`src/rtl/sbe_pkg.sv`:
```
package sbe_pkg;
  localparam int unsigned CLK_MHZ = 100;
  localparam int unsigned CONV_MAX_NS = 5000;
  localparam int unsigned CONV_CYC = CONV_MAX_NS * CLK_MHZ / 1000;
  localparam int unsigned BOOT_MAX_NS = 150000;
  localparam int unsigned BOOT_MAX_CYC = BOOT_MAX_NS * CLK_MHZ / 1000;
  localparam int unsigned TICK_NS = 5000;
  localparam int unsigned TICK_CYC = TICK_NS * CLK_MHZ / 1000;
  localparam int unsigned BOOT_BASE_NS = 480000;
  localparam int unsigned BOOT_BASE_TICKS = BOOT_BASE_NS / TICK_NS;
  localparam int NCH = 6;
  localparam int ADC_W = 10;
  localparam int CFG_N = 64;
  localparam logic [7:0] A_RES_END = 8'h0c;
  localparam logic [7:0] A_STAT = 8'h20;
  localparam logic [7:0] A_FLT = 8'h21;
  localparam logic [7:0] A_RNG0 = 8'h43;
  localparam logic [7:0] A_RNG1 = 8'h44;
  localparam logic [7:0] A_OV0 = 8'h48;
  localparam logic [7:0] A_UV0 = 8'h4e;
  localparam logic [7:0] A_OVEN = 8'h54;
  localparam logic [7:0] A_UVEN = 8'h55;
  localparam logic [7:0] A_LOGEN = 8'h56;
  localparam logic [7:0] A_GPM0 = 8'h58;
  localparam logic [7:0] A_RTO = 8'h5e;
  localparam logic [7:0] A_MODE = 8'h5f;
  localparam logic [7:0] A_ENCFG = 8'h73;
  localparam logic [7:0] A_BDLY = 8'h77;
  localparam logic [9:0] FLASH_CFG_BASE = 10'h240;
  localparam logic [9:0] FLASH_LOG_BASE = 10'h2c0;
  localparam int EN_SW = 0;
  localparam int EN_MARGIN = 2;
  localparam int EN_WDIND = 4;
  localparam logic [7:0] ENCFG_MASK = 8'h15;
  localparam logic [7:0] CFG_RST = 8'h00;
  localparam int ST_LOCK = 0;
  localparam int ST_LATCH = 1;
  localparam int ST_DROP = 2;
  localparam int MODE_LATCH = 0;
  localparam int MODE_RPOL = 1;
  typedef struct packed {
    logic valid;
    logic wr;
    logic [7:0] addr;
    logic [7:0] wdata;
  } sbe_acc_t;
  typedef struct packed {
    logic ack;
    logic refused;
    logic [7:0] rdata;
  } sbe_rsp_t;
  typedef enum logic [1:0] {
    GS_IDLE = 2'b00,
    GS_DELAY = 2'b01,
    GS_MON = 2'b10
  } sbe_gate_t;
endpackage

```
`src/rtl/sbe_boot_copy.sv`:
```
`timescale 1ns/1ns
`default_nettype none
module sbe_boot_copy #(
  parameter int N = sbe_pkg::CFG_N,
  parameter int unsigned MAX_CYC = sbe_pkg::BOOT_MAX_CYC
) (
  // Clock and reset
  input wire logic ref_clk,
  input wire logic reset,
  // Flash read, data one cycle after address
  output logic [9:0] flash_raddr,
  input wire logic [7:0] flash_rdata,
  // Register load
  output logic wr_en,
  output logic [5:0] wr_idx,
  output logic [7:0] wr_data,
  output logic done
);
  import sbe_pkg::*;
  logic [6:0] cnt;
  logic [15:0] age;
  logic vld;

  wire [6:0] next_cnt = cnt + {6'd0, cnt != 7'(N)};

  assign wr_en = vld && !done;
  assign wr_data = flash_rdata;

  always_ff @(posedge ref_clk) begin
    if (reset) begin
      cnt <= '0;
      flash_raddr <= FLASH_CFG_BASE;
      age <= '0;
      vld <= 1'b0;
      wr_idx <= '0;
      done <= 1'b0;
    end else if (!done) begin
      vld <= cnt < 7'(N);
      wr_idx <= cnt[5:0];
      cnt <= next_cnt;
      flash_raddr <= FLASH_CFG_BASE + {3'b000, next_cnt};
      age <= age + 16'd1;
      // Hard stop keeps boot bounded even with a slow flash
      done <= (cnt == 7'(N)) || (age == 16'(MAX_CYC - 2));
    end
  end
endmodule
`default_nettype wire

```
`src/rtl/sbe_rail_scan.sv`:
```
`timescale 1ns/1ns
`default_nettype none
module sbe_rail_scan #(
  parameter int NCH = sbe_pkg::NCH,
  parameter int W = sbe_pkg::ADC_W,
  parameter int unsigned CONV_CYC = sbe_pkg::CONV_CYC
) (
  // Clock and reset
  input wire logic ref_clk,
  input wire logic reset,
  // Control
  input wire logic run,
  input wire logic [NCH-1:0] skip,
  // Converter
  output logic adc_start,
  output logic [2:0] adc_chan,
  input wire logic adc_done,
  input wire logic [W-1:0] adc_result,
  // Results
  output logic [NCH-1:0][W-1:0] res,
  output logic cmp_valid,
  output logic [2:0] cmp_chan
);
  logic busy;
  logic [9:0] tmo;
  logic [2:0] ch;
  wire [2:0] next_ch = (ch == 3'(NCH - 1)) ? 3'd0 : ch + 3'd1;

  assign adc_chan = ch;

  always_ff @(posedge ref_clk) begin
    if (reset) begin
      ch <= '0;
      busy <= 1'b0;
      tmo <= '0;
      adc_start <= 1'b0;
      cmp_valid <= 1'b0;
      cmp_chan <= '0;
      res <= '0;
    end else begin
      adc_start <= 1'b0;
      cmp_valid <= 1'b0;
      if (!busy) begin
        if (run && !skip[ch]) begin
          busy <= 1'b1;
          adc_start <= 1'b1;
          tmo <= '0;
        end else if (run) begin
          ch <= next_ch;
        end
      end else if (adc_done || tmo == 10'(CONV_CYC - 1)) begin
        // A stuck converter costs one stop, not the whole scan
        busy <= 1'b0;
        ch <= next_ch;
        if (adc_done) begin
          res[ch] <= adc_result;
          cmp_valid <= 1'b1;
          cmp_chan <= ch;
        end
      end else begin
        tmo <= tmo + 10'd1;
      end
    end
  end
endmodule
`default_nettype wire

```
`src/rtl/sbe_supervisor.sv`:
```
`timescale 1ns/1ns
`default_nettype none
module sbe_supervisor #(
  parameter int unsigned BOOT_MAX_CYC = sbe_pkg::BOOT_MAX_CYC,
  parameter int unsigned TICK_CYC = sbe_pkg::TICK_CYC
) (
  // Clock and reset
  input wire logic ref_clk,
  input wire logic reset,
  // Gate comparator and address strap
  input wire logic gate_cmp,
  input wire logic [1:0] address_select_pin,
  output logic [1:0] bus_addr_code,
  // Register access from the serial front end
  input wire sbe_pkg::sbe_acc_t acc,
  input wire logic page_cmd,
  input wire logic [1:0] page_sel,
  output sbe_pkg::sbe_rsp_t rsp,
  // Flash
  output logic [9:0] flash_raddr,
  input wire logic [7:0] flash_rdata,
  output logic flash_wr,
  output logic [9:0] flash_waddr,
  output logic [7:0] flash_wdata,
  // Converter
  output logic adc_start,
  output logic [2:0] adc_chan,
  input wire logic adc_done,
  input wire logic [9:0] adc_result,
  // Pins
  output logic reset_out,
  output logic [5:0] gpio_out,
  output logic [5:0] gpio_oe_n
);
  import sbe_pkg::*;

  function automatic logic in_cfg(input logic [7:0] a);
    return a[7:6] == 2'b01;
  endfunction

  logic [7:0] cfg [0:CFG_N-1];
  sbe_gate_t state;
  logic boot_done, bw_en, strap_done, tick, latched, drop, lock;
  logic gate_q, sw_q, log_busy;
  logic [5:0] bw_idx;
  logic [7:0] bw_data;
  logic [1:0] page;
  logic [8:0] tick_cnt;
  logic [20:0] dly_cnt;
  logic [7:0] rto_cnt;
  logic [2:0] log_i;
  logic [5:0] flt_act, flt_rec;
  logic [NCH-1:0][9:0] res;
  logic cmp_valid;
  logic [2:0] cmp_chan;

  sbe_boot_copy #(.N(CFG_N), .MAX_CYC(BOOT_MAX_CYC)) u_boot (
    .ref_clk(ref_clk),
    .reset(reset),
    .flash_raddr(flash_raddr),
    .flash_rdata(flash_rdata),
    .wr_en(bw_en),
    .wr_idx(bw_idx),
    .wr_data(bw_data),
    .done(boot_done)
  );

  // Range code 11 drops the channel from the scan
  wire [7:0] rng0 = cfg[A_RNG0[5:0]];
  wire [7:0] rng1 = cfg[A_RNG1[5:0]];
  wire [5:0] skip = {&rng1[3:2], &rng1[1:0], &rng0[7:6], &rng0[5:4], &rng0[3:2], &rng0[1:0]};

  sbe_rail_scan #(.NCH(NCH), .W(ADC_W), .CONV_CYC(CONV_CYC)) u_scan (
    .ref_clk(ref_clk),
    .reset(reset),
    .run(state == GS_MON),
    .skip(skip),
    .adc_start(adc_start),
    .adc_chan(adc_chan),
    .adc_done(adc_done),
    .adc_result(adc_result),
    .res(res),
    .cmp_valid(cmp_valid),
    .cmp_chan(cmp_chan)
  );

  // Enable register fields
  wire [7:0] enc = cfg[A_ENCFG[5:0]];
  wire sw_en = enc[EN_SW];
  wire margin = enc[EN_MARGIN];
  wire [7:0] mode = cfg[A_MODE[5:0]];
  wire [7:0] bdly = cfg[A_BDLY[5:0]];
  wire gate_ok = boot_done && gate_cmp && sw_en;
  wire fall = (gate_q && !gate_cmp) || (sw_q && !sw_en);
  wire [20:0] dly_tgt = (21'(5'd16 + {1'b0, bdly[3:0]}) << bdly[7:4]) + 21'(BOOT_BASE_TICKS);

  // Host access decode
  wire acc_ok = acc.valid && boot_done && page == 2'b00;
  wire wr_hit = acc_ok && acc.wr;
  wire clr_drop = wr_hit && acc.addr == A_STAT && acc.wdata[ST_DROP];
  wire [5:0] clr_flt = (wr_hit && acc.addr == A_FLT) ? acc.wdata[5:0] : 6'd0;
  wire [2:0] ri = 3'(acc.addr[3:1]);
  wire [7:0] rd_res = acc.addr[0] ? {res[ri][1:0], 6'd0} : res[ri][9:2];
  wire [7:0] rd_data = (acc.addr < A_RES_END) ? rd_res :
                       (acc.addr == A_STAT) ? {5'd0, drop, latched, lock} :
                       (acc.addr == A_FLT) ? {2'd0, flt_rec} :
                       in_cfg(acc.addr) ? cfg[acc.addr[5:0]] : 8'h00;

  // Threshold compare on the 8 upper result bits
  wire [7:0] res_msb = res[cmp_chan][9:2];
  wire [7:0] ov_thr = cfg[6'(A_OV0[5:0] + {3'd0, cmp_chan})];
  wire [7:0] uv_thr = cfg[6'(A_UV0[5:0] + {3'd0, cmp_chan})];
  wire ov_en = cfg[A_OVEN[5:0]][cmp_chan];
  wire uv_en = cfg[A_UVEN[5:0]][cmp_chan];
  wire viol = ((res_msb > ov_thr) && ov_en) || ((res_msb < uv_thr) && uv_en);
  wire rec_ok = cmp_valid && state == GS_MON && !margin;
  wire [5:0] next_act = rec_ok ? ((flt_act & ~(6'd1 << cmp_chan)) | (6'(viol) << cmp_chan)) :
                        (state == GS_MON) ? flt_act : 6'd0;
  wire new_flt = |(next_act & ~flt_act);
  wire log_go = new_flt && |(next_act & cfg[A_LOGEN[5:0]][5:0]) && !lock && !log_busy;
  wire all_ok = state == GS_MON && flt_act == 6'd0 && !latched;
  wire rst_asrt = !all_ok || rto_cnt < cfg[A_RTO[5:0]];

  // Boot copy and host writes to the configuration bytes
  always_ff @(posedge ref_clk) begin
    if (reset) begin
      for (int i = 0; i < CFG_N; i++) begin
        cfg[i] <= CFG_RST;
      end
    end else if (bw_en) begin
      cfg[bw_idx] <= (bw_idx == A_ENCFG[5:0]) ? (bw_data & ENCFG_MASK) : bw_data;
    end else if (wr_hit && in_cfg(acc.addr)) begin
      cfg[acc.addr[5:0]] <= (acc.addr == A_ENCFG) ? (acc.wdata & ENCFG_MASK) : acc.wdata;
    end
  end

  // Strap caught once, right after power-on reset
  always_ff @(posedge ref_clk) begin
    if (reset) begin
      strap_done <= 1'b0;
      bus_addr_code <= 2'b00;
    end else if (!strap_done) begin
      strap_done <= 1'b1;
      bus_addr_code <= address_select_pin;
    end
  end

  // Register answers; page commands are ignored during boot
  always_ff @(posedge ref_clk) begin
    if (reset) begin
      page <= 2'b00;
      rsp <= '0;
    end else begin
      if (page_cmd && boot_done && page_sel != 2'b11) begin
        page <= page_sel;
      end
      rsp.ack <= acc.valid;
      rsp.refused <= acc.valid && !acc_ok;
      rsp.rdata <= acc_ok ? rd_data : 8'h00;
    end
  end

  // Slow tick for boot delay and reset timeout
  always_ff @(posedge ref_clk) begin
    if (reset) begin
      tick_cnt <= '0;
      tick <= 1'b0;
    end else begin
      tick <= tick_cnt == 9'(TICK_CYC - 1);
      tick_cnt <= (tick_cnt == 9'(TICK_CYC - 1)) ? 9'd0 : tick_cnt + 9'd1;
    end
  end

  // Gate state machine
  always_ff @(posedge ref_clk) begin
    if (reset) begin
      state <= GS_IDLE;
      dly_cnt <= '0;
      gate_q <= 1'b0;
      sw_q <= 1'b0;
    end else begin
      gate_q <= gate_cmp;
      sw_q <= sw_en;
      unique case (state)
        GS_IDLE: begin
          dly_cnt <= '0;
          if (gate_ok) begin
            state <= GS_DELAY;
          end
        end
        GS_DELAY: begin
          if (!gate_ok) begin
            state <= GS_IDLE;
          end else if (tick) begin
            dly_cnt <= dly_cnt + 21'd1;
            // One tick more, as the first tick may come right after entry
            if (dly_cnt == dly_tgt) begin
              state <= GS_MON;
            end
          end
        end
        GS_MON: begin
          if (!gate_ok) begin
            state <= GS_IDLE;
          end
        end
        default: state <= GS_IDLE;
      endcase
    end
  end

  // Faults, drop flag and latch; a hardware set beats a software clear
  always_ff @(posedge ref_clk) begin
    if (reset) begin
      flt_act <= '0;
      flt_rec <= '0;
      drop <= 1'b0;
      latched <= 1'b0;
    end else begin
      flt_act <= next_act;
      flt_rec <= (flt_rec & ~clr_flt) | (next_act & ~flt_act);
      if (state == GS_MON && fall) begin
        drop <= 1'b1;
      end else if (clr_drop) begin
        drop <= 1'b0;
      end
      if (mode[MODE_LATCH] && new_flt) begin
        latched <= 1'b1;
      end else if (state == GS_IDLE && flt_act == 6'd0) begin
        latched <= 1'b0;
      end
    end
  end

  // Fault logger: fault byte, then six result bytes, then lock
  always_ff @(posedge ref_clk) begin
    if (reset) begin
      log_busy <= 1'b0;
      log_i <= '0;
      lock <= 1'b0;
      flash_wr <= 1'b0;
      flash_waddr <= '0;
      flash_wdata <= '0;
    end else begin
      flash_wr <= log_busy;
      flash_waddr <= FLASH_LOG_BASE + {7'd0, log_i};
      flash_wdata <= (log_i == 3'd0) ? {2'd0, flt_act} : res[3'(log_i - 3'd1)][9:2];
      if (log_go) begin
        log_busy <= 1'b1;
        log_i <= '0;
      end else if (log_busy) begin
        log_i <= log_i + 3'd1;
        if (log_i == 3'(NCH)) begin
          log_busy <= 1'b0;
          lock <= 1'b1;
        end
      end
    end
  end

  // Reset output timeout, counted once every channel is in range
  always_ff @(posedge ref_clk) begin
    if (reset) begin
      rto_cnt <= '0;
      reset_out <= 1'b0;
    end else begin
      if (!all_ok) begin
        rto_cnt <= '0;
      end else if (tick && rst_asrt) begin
        rto_cnt <= rto_cnt + 8'd1;
      end
      reset_out <= boot_done && (mode[MODE_RPOL] ? rst_asrt : !rst_asrt);
    end
  end

  // Open-drain fault outputs, released without the gate
  for (genvar g = 0; g < NCH; g++) begin : g_pin
    localparam logic [5:0] GI = A_GPM0[5:0] + 6'(g);
    always_ff @(posedge ref_clk) begin
      if (reset) begin
        gpio_oe_n[g] <= 1'b1;
        gpio_out[g] <= 1'b0;
      end else begin
        gpio_out[g] <= 1'b0;
        gpio_oe_n[g] <= !(boot_done && gate_cmp && |(flt_act & cfg[GI][5:0]));
      end
    end
  end

  // Checks
  logic [15:0] boot_age;
  always_ff @(posedge ref_clk) begin
    if (reset) begin
      boot_age <= '0;
    end else if (!boot_done) begin
      boot_age <= boot_age + 16'd1;
    end
  end
endmodule
`default_nettype wire

```
`config.mk`:
```
export PLATFORM = sky130hd
export DESIGN_NAME = sbe_supervisor
export DESIGN_NICKNAME = d
export VERILOG_FILES = /design/src/rtl/sbe_pkg.sv /design/src/rtl/sbe_boot_copy.sv /design/src/rtl/sbe_rail_scan.sv /design/src/rtl/sbe_supervisor.sv
export SDC_FILE = /design/constraint.sdc
export NUM_CORES = 2
export LEC_CHECK = 0
export ABC_AREA = 0
export BUFFER_PORTS_ARGS = -buffer_cell sky130_fd_sc_hd__buf_2
export CORE_ASPECT_RATIO = 1.2
export CORE_MARGIN = 2
export CORE_UTILIZATION = 57
export CTS_CLUSTER_DIAMETER = 100
export DETAILED_ROUTE_END_ITERATION = 16
export HOLD_SLACK_MARGIN = 0.03
export PLACE_DENSITY = 0.84
export SYNTH_ARGS = -nofsm -noshare
export SYNTH_HDL_FRONTEND = slang
export SYNTH_SLANG_ARGS = --single-unit
```
`constraint.sdc`:
```
create_clock -name ref_clk -period 4 [get_ports ref_clk]
set_input_delay 0.8 -clock ref_clk [delete_from_list [all_inputs] [get_ports ref_clk]]
set_output_delay 0.8 -clock ref_clk [all_outputs]
set_load 0.02 [all_outputs]
```
==> metrics.yaml <==
logic_synthesis:
  synth_commonest_cells: "722 x nor2_1, 512 x edfxtp_1, 249 x mux4_2"
  yosysMostFrequentCell: "nor2_1"
  avgSynthCellArea_um2: 12.4
  syn-cell-area_um2: 35500
  synth_area_leaders: "edfxtp_1 43%, mux4_2 16%, dfxtp_1 12%"
  yosysWarnings: 0
  ys_seq_area_share_pct: 55.0
  ys_seq_elements: 720
  yosysUniqueCellTypes: 80
  synth.top_cell.area_share_pct: 43.3
  yosys_most_used_dff: "edfxtp_1"
  synth_top_area_cell: "edfxtp_1"
  ys_async_sr_fraction_pct: 0
  synth-edff-count: 512
  postSynthCellCount: 2868
floorplanning:
  die_h_um: 277
  core_um2: 61800
  ios: 103
  start_util_pct: 57.4
  dieArea_um2: 64300
  num_rows: 100
  die_w_um: 232
detailed_routing:
  wl_per_cell_um: 26.6
  ant_nets: 0
  vias: 25200
  drt_drc_violations_left: 0
  viasPerCell: 6.62
  drt_iter0_drc: 3433
  wirelength_um: 101000
  dr.pass1.iters: 6
global_route:
  globalRouteMet1Util_pct: 37.5
  grt_pass1_wl_um: 151000
  grt_overflow: 0
  top_usage_layer: "met2"
  grt_pass1_vias: 24900
  use_met3_pct: 7.89
  grt_usage_pct: 31.4
  grt_max_degree: 78
  gr-usage-met2_pct: 50.9
  antenna_found_initial: 1
timing:
  skew_ns: 0.0279
  rsz0062_at_grt: "no"
  final_hold_viol_count: 0
  max_slew_margin_pct: 34.6
  tightest_slew_ns: 0.968
  slew_violations: 0
  fmax_mhz: 267
  min_period_ns: 3.74
  setup_slack_ns: 0.256
  finalSetupViolations: 0
  finalSetupTns_ns: 0
  finalCritPeriodShare_pct: 93.6
critical_path:
  r2r_start: "cfg[55][4]"
  arrival_ns: 4.29
  crit_path_end_kind: "register"
  worst-path-max-fanout: 11
  rr_endpoint: "state[1]"
  cp.required_ns: 4.55
  path_class: "reg2reg"
  cp-start-kind: "register"
  rr_worst_depth: 15
  r2r_setup_slack_ns: 0.26
clock_tree:
  cts.reportedPaths.clkPinSlew_ns: 0.07
  clkSinkCount: 720
  cts_made_buffers: 70
  clk_latency_ns: 0.63
  cts_tree: "built"
  cts_root_buf: "clkbuf_16"
  cts_hold_buf: 0
  htree_levels: 3
  cts.path.max_buffers: 3
power_and_ir_drop:
  p_seq_share_pct: 52.0
  switching_power_mw: 3.74
  p_clk_share_pct: 41.0
  cellPowerDensity_nw_per_um2: 406
  peakVddDrop_mv: 0.319
  leakagePower_nw: 14.2
  p_int_mw: 12.2
  power_mw: 16.0
  sw_frac_of_total_pct: 23.4
  p_comb_share_pct: 7.1
finish:
  fill_cells: 4375
  design_area_um2: 39300
  drive_gt1_share_pct: 22.1
  final_nets: 3013
  area_delta_synth_final_pct: 10.8
  final_util_pct: 63.6
min_path:
  holdPathEnd: "bus_addr_code[1]"
  hp-start: "address_select_pin[1]"
  hold-path-cell-count: 3
  hp-class: "in2reg"
placed_design:
  post_dp_cell_area_um2: 37000
  port_buffers: 90
  finalWeightedCongestion: 0.976
  dp_hpwl_um: 67800
  post-place-ws_ns: -0.0203
run_status:
  status: "finished, final reports clean"
job:
  maxCapViolations: 0
sequential cells by signal (all words and copies together), names as in the netlist, 7 cells and up:
| name | cells |
|---|---|
| flash_wdata | 8 |
| u_scan.res | 60 |
| rto_cnt | 8 |
| u_scan.tmo | 10 |
| u_boot.age | 16 |
| dly_cnt | 21 |
| rsp | 10 |
| u_boot.cnt | 7 |
| tick_cnt | 9 |
| cfg | 512 |
layer usage:
metal  routed length [um]  vias to the layer above
met5                    0                        -
li1                     -                    10600
met4                 7100                        0
met2                48500                     1859
met3                12300                      415
met1                33400                    12300
worst max-delay path by stage:
stage / startpoint / endpoint
after detailed placement: acc[15] / cfg[39][4]
final: cfg[55][4] / state[1]
after global routing: cfg[55][4] / state[1]
after floorplan: u_scan.cmp_chan[0] / flt_rec[3]
after global placement: u_scan.cmp_chan[0] / log_i[1]
after CTS: u_scan.cmp_chan[0] / log_i[1]
worst max-delay path, cell delays in order (launching register included):
cell and delay (ns):
edfxtp_1 0.58, buf_4 0.21, a211oi_1 0.05, a211oi_1 0.26, nand2_1 0.22, or2_2 0.33
ha_1 0.31, xnor2_1 0.15, nor2_1 0.10, nand3_1 0.08, nor3_1 0.17, o211ai_1 0.14
nor4_1 0.24, nand4b_1 0.22, or3_1 0.42, a21oi_1 0.18
cell usage in the layout, fill, tap and decap left out, types with 42 or more instances in the layout:
cell | Yosys | layout
nand2_1 | 155 | 155
clkbuf_16 | 0 | 74
nand3_1 | 44 | 44
nor2_1 | 722 | 722
buf_2 | 74 | 87
a21oi_1 | 63 | 63
mux4_2 | 249 | 249
inv_1 | 42 | 42
dfxtp_1 | 208 | 206
mux2i_1 | 123 | 123
nand2_2 | 63 | 63
buf_4 | 18 | 73
edfxtp_1 | 512 | 512
layout make-up:
class / count / area, um2 / area share (%)
diodes: 2 / 5.00 / 0.0127
clock buffers: 93 / 1970 / 5.02
clock inverters: 32 / 251 / 0.640
inverters: 44 / 166 / 0.423
multi-input cells: 1913 / 15000 / 38.0
flip-flops and latches: 720 / 19500 / 49.7
well taps: 816 / 1020 / 2.60
repair buffers: 182 / 1400 / 3.57
cell families (layout without fill, tap and decap cells):
logic type	count (synthesis)	in the layout	share of synthesized area, %
compound gates	218	218	4.18
simple gates	1198	1198	15.2
mux	380	380	19.6
other cells	2	19	0.0212
fa+ha+maj	37	37	1.30
flops	720	720	55.0
buf+inv	250	351	3.12
xor+xnor	63	63	1.55
power groups by stage:
| stage | logic (mW) | clock network [mW] | registers [mW] |
|---|---|---|---|
| 6_report | 1.13 | 6.55 | 8.30 |
| 2_1_floorplan | 0.717 | 0 | 8.38 |
| 3_5_place_dp | 1.08 | 0 | 8.45 |
| 3_3_place_gp | 1.05 | 0 | 8.44 |
| 4_1_cts | 1.09 | 6.56 | 8.29 |
| 5_1_grt | 1.16 | 6.85 | 8.31 |
what timing repair did:
action | 4_1_cts | 5_1_grt
endpoints found under the setup margin | 2 | 13
gates resized for setup | 0 | 2
buffers inserted | 1 | 11
gates cloned | 0 | 0
metrics by stage:
step | hold WS, ns | instances
after floorplan | 0.413 | 2883
after global placement | 0.425 | 3663
after detailed placement | 0.453 | 3663
after CTS | 0.420 | 3789
after global routing | 0.431 | 3800
final | 0.430 | 3802
Note: power is estimated with default switching activity, not from simulation.
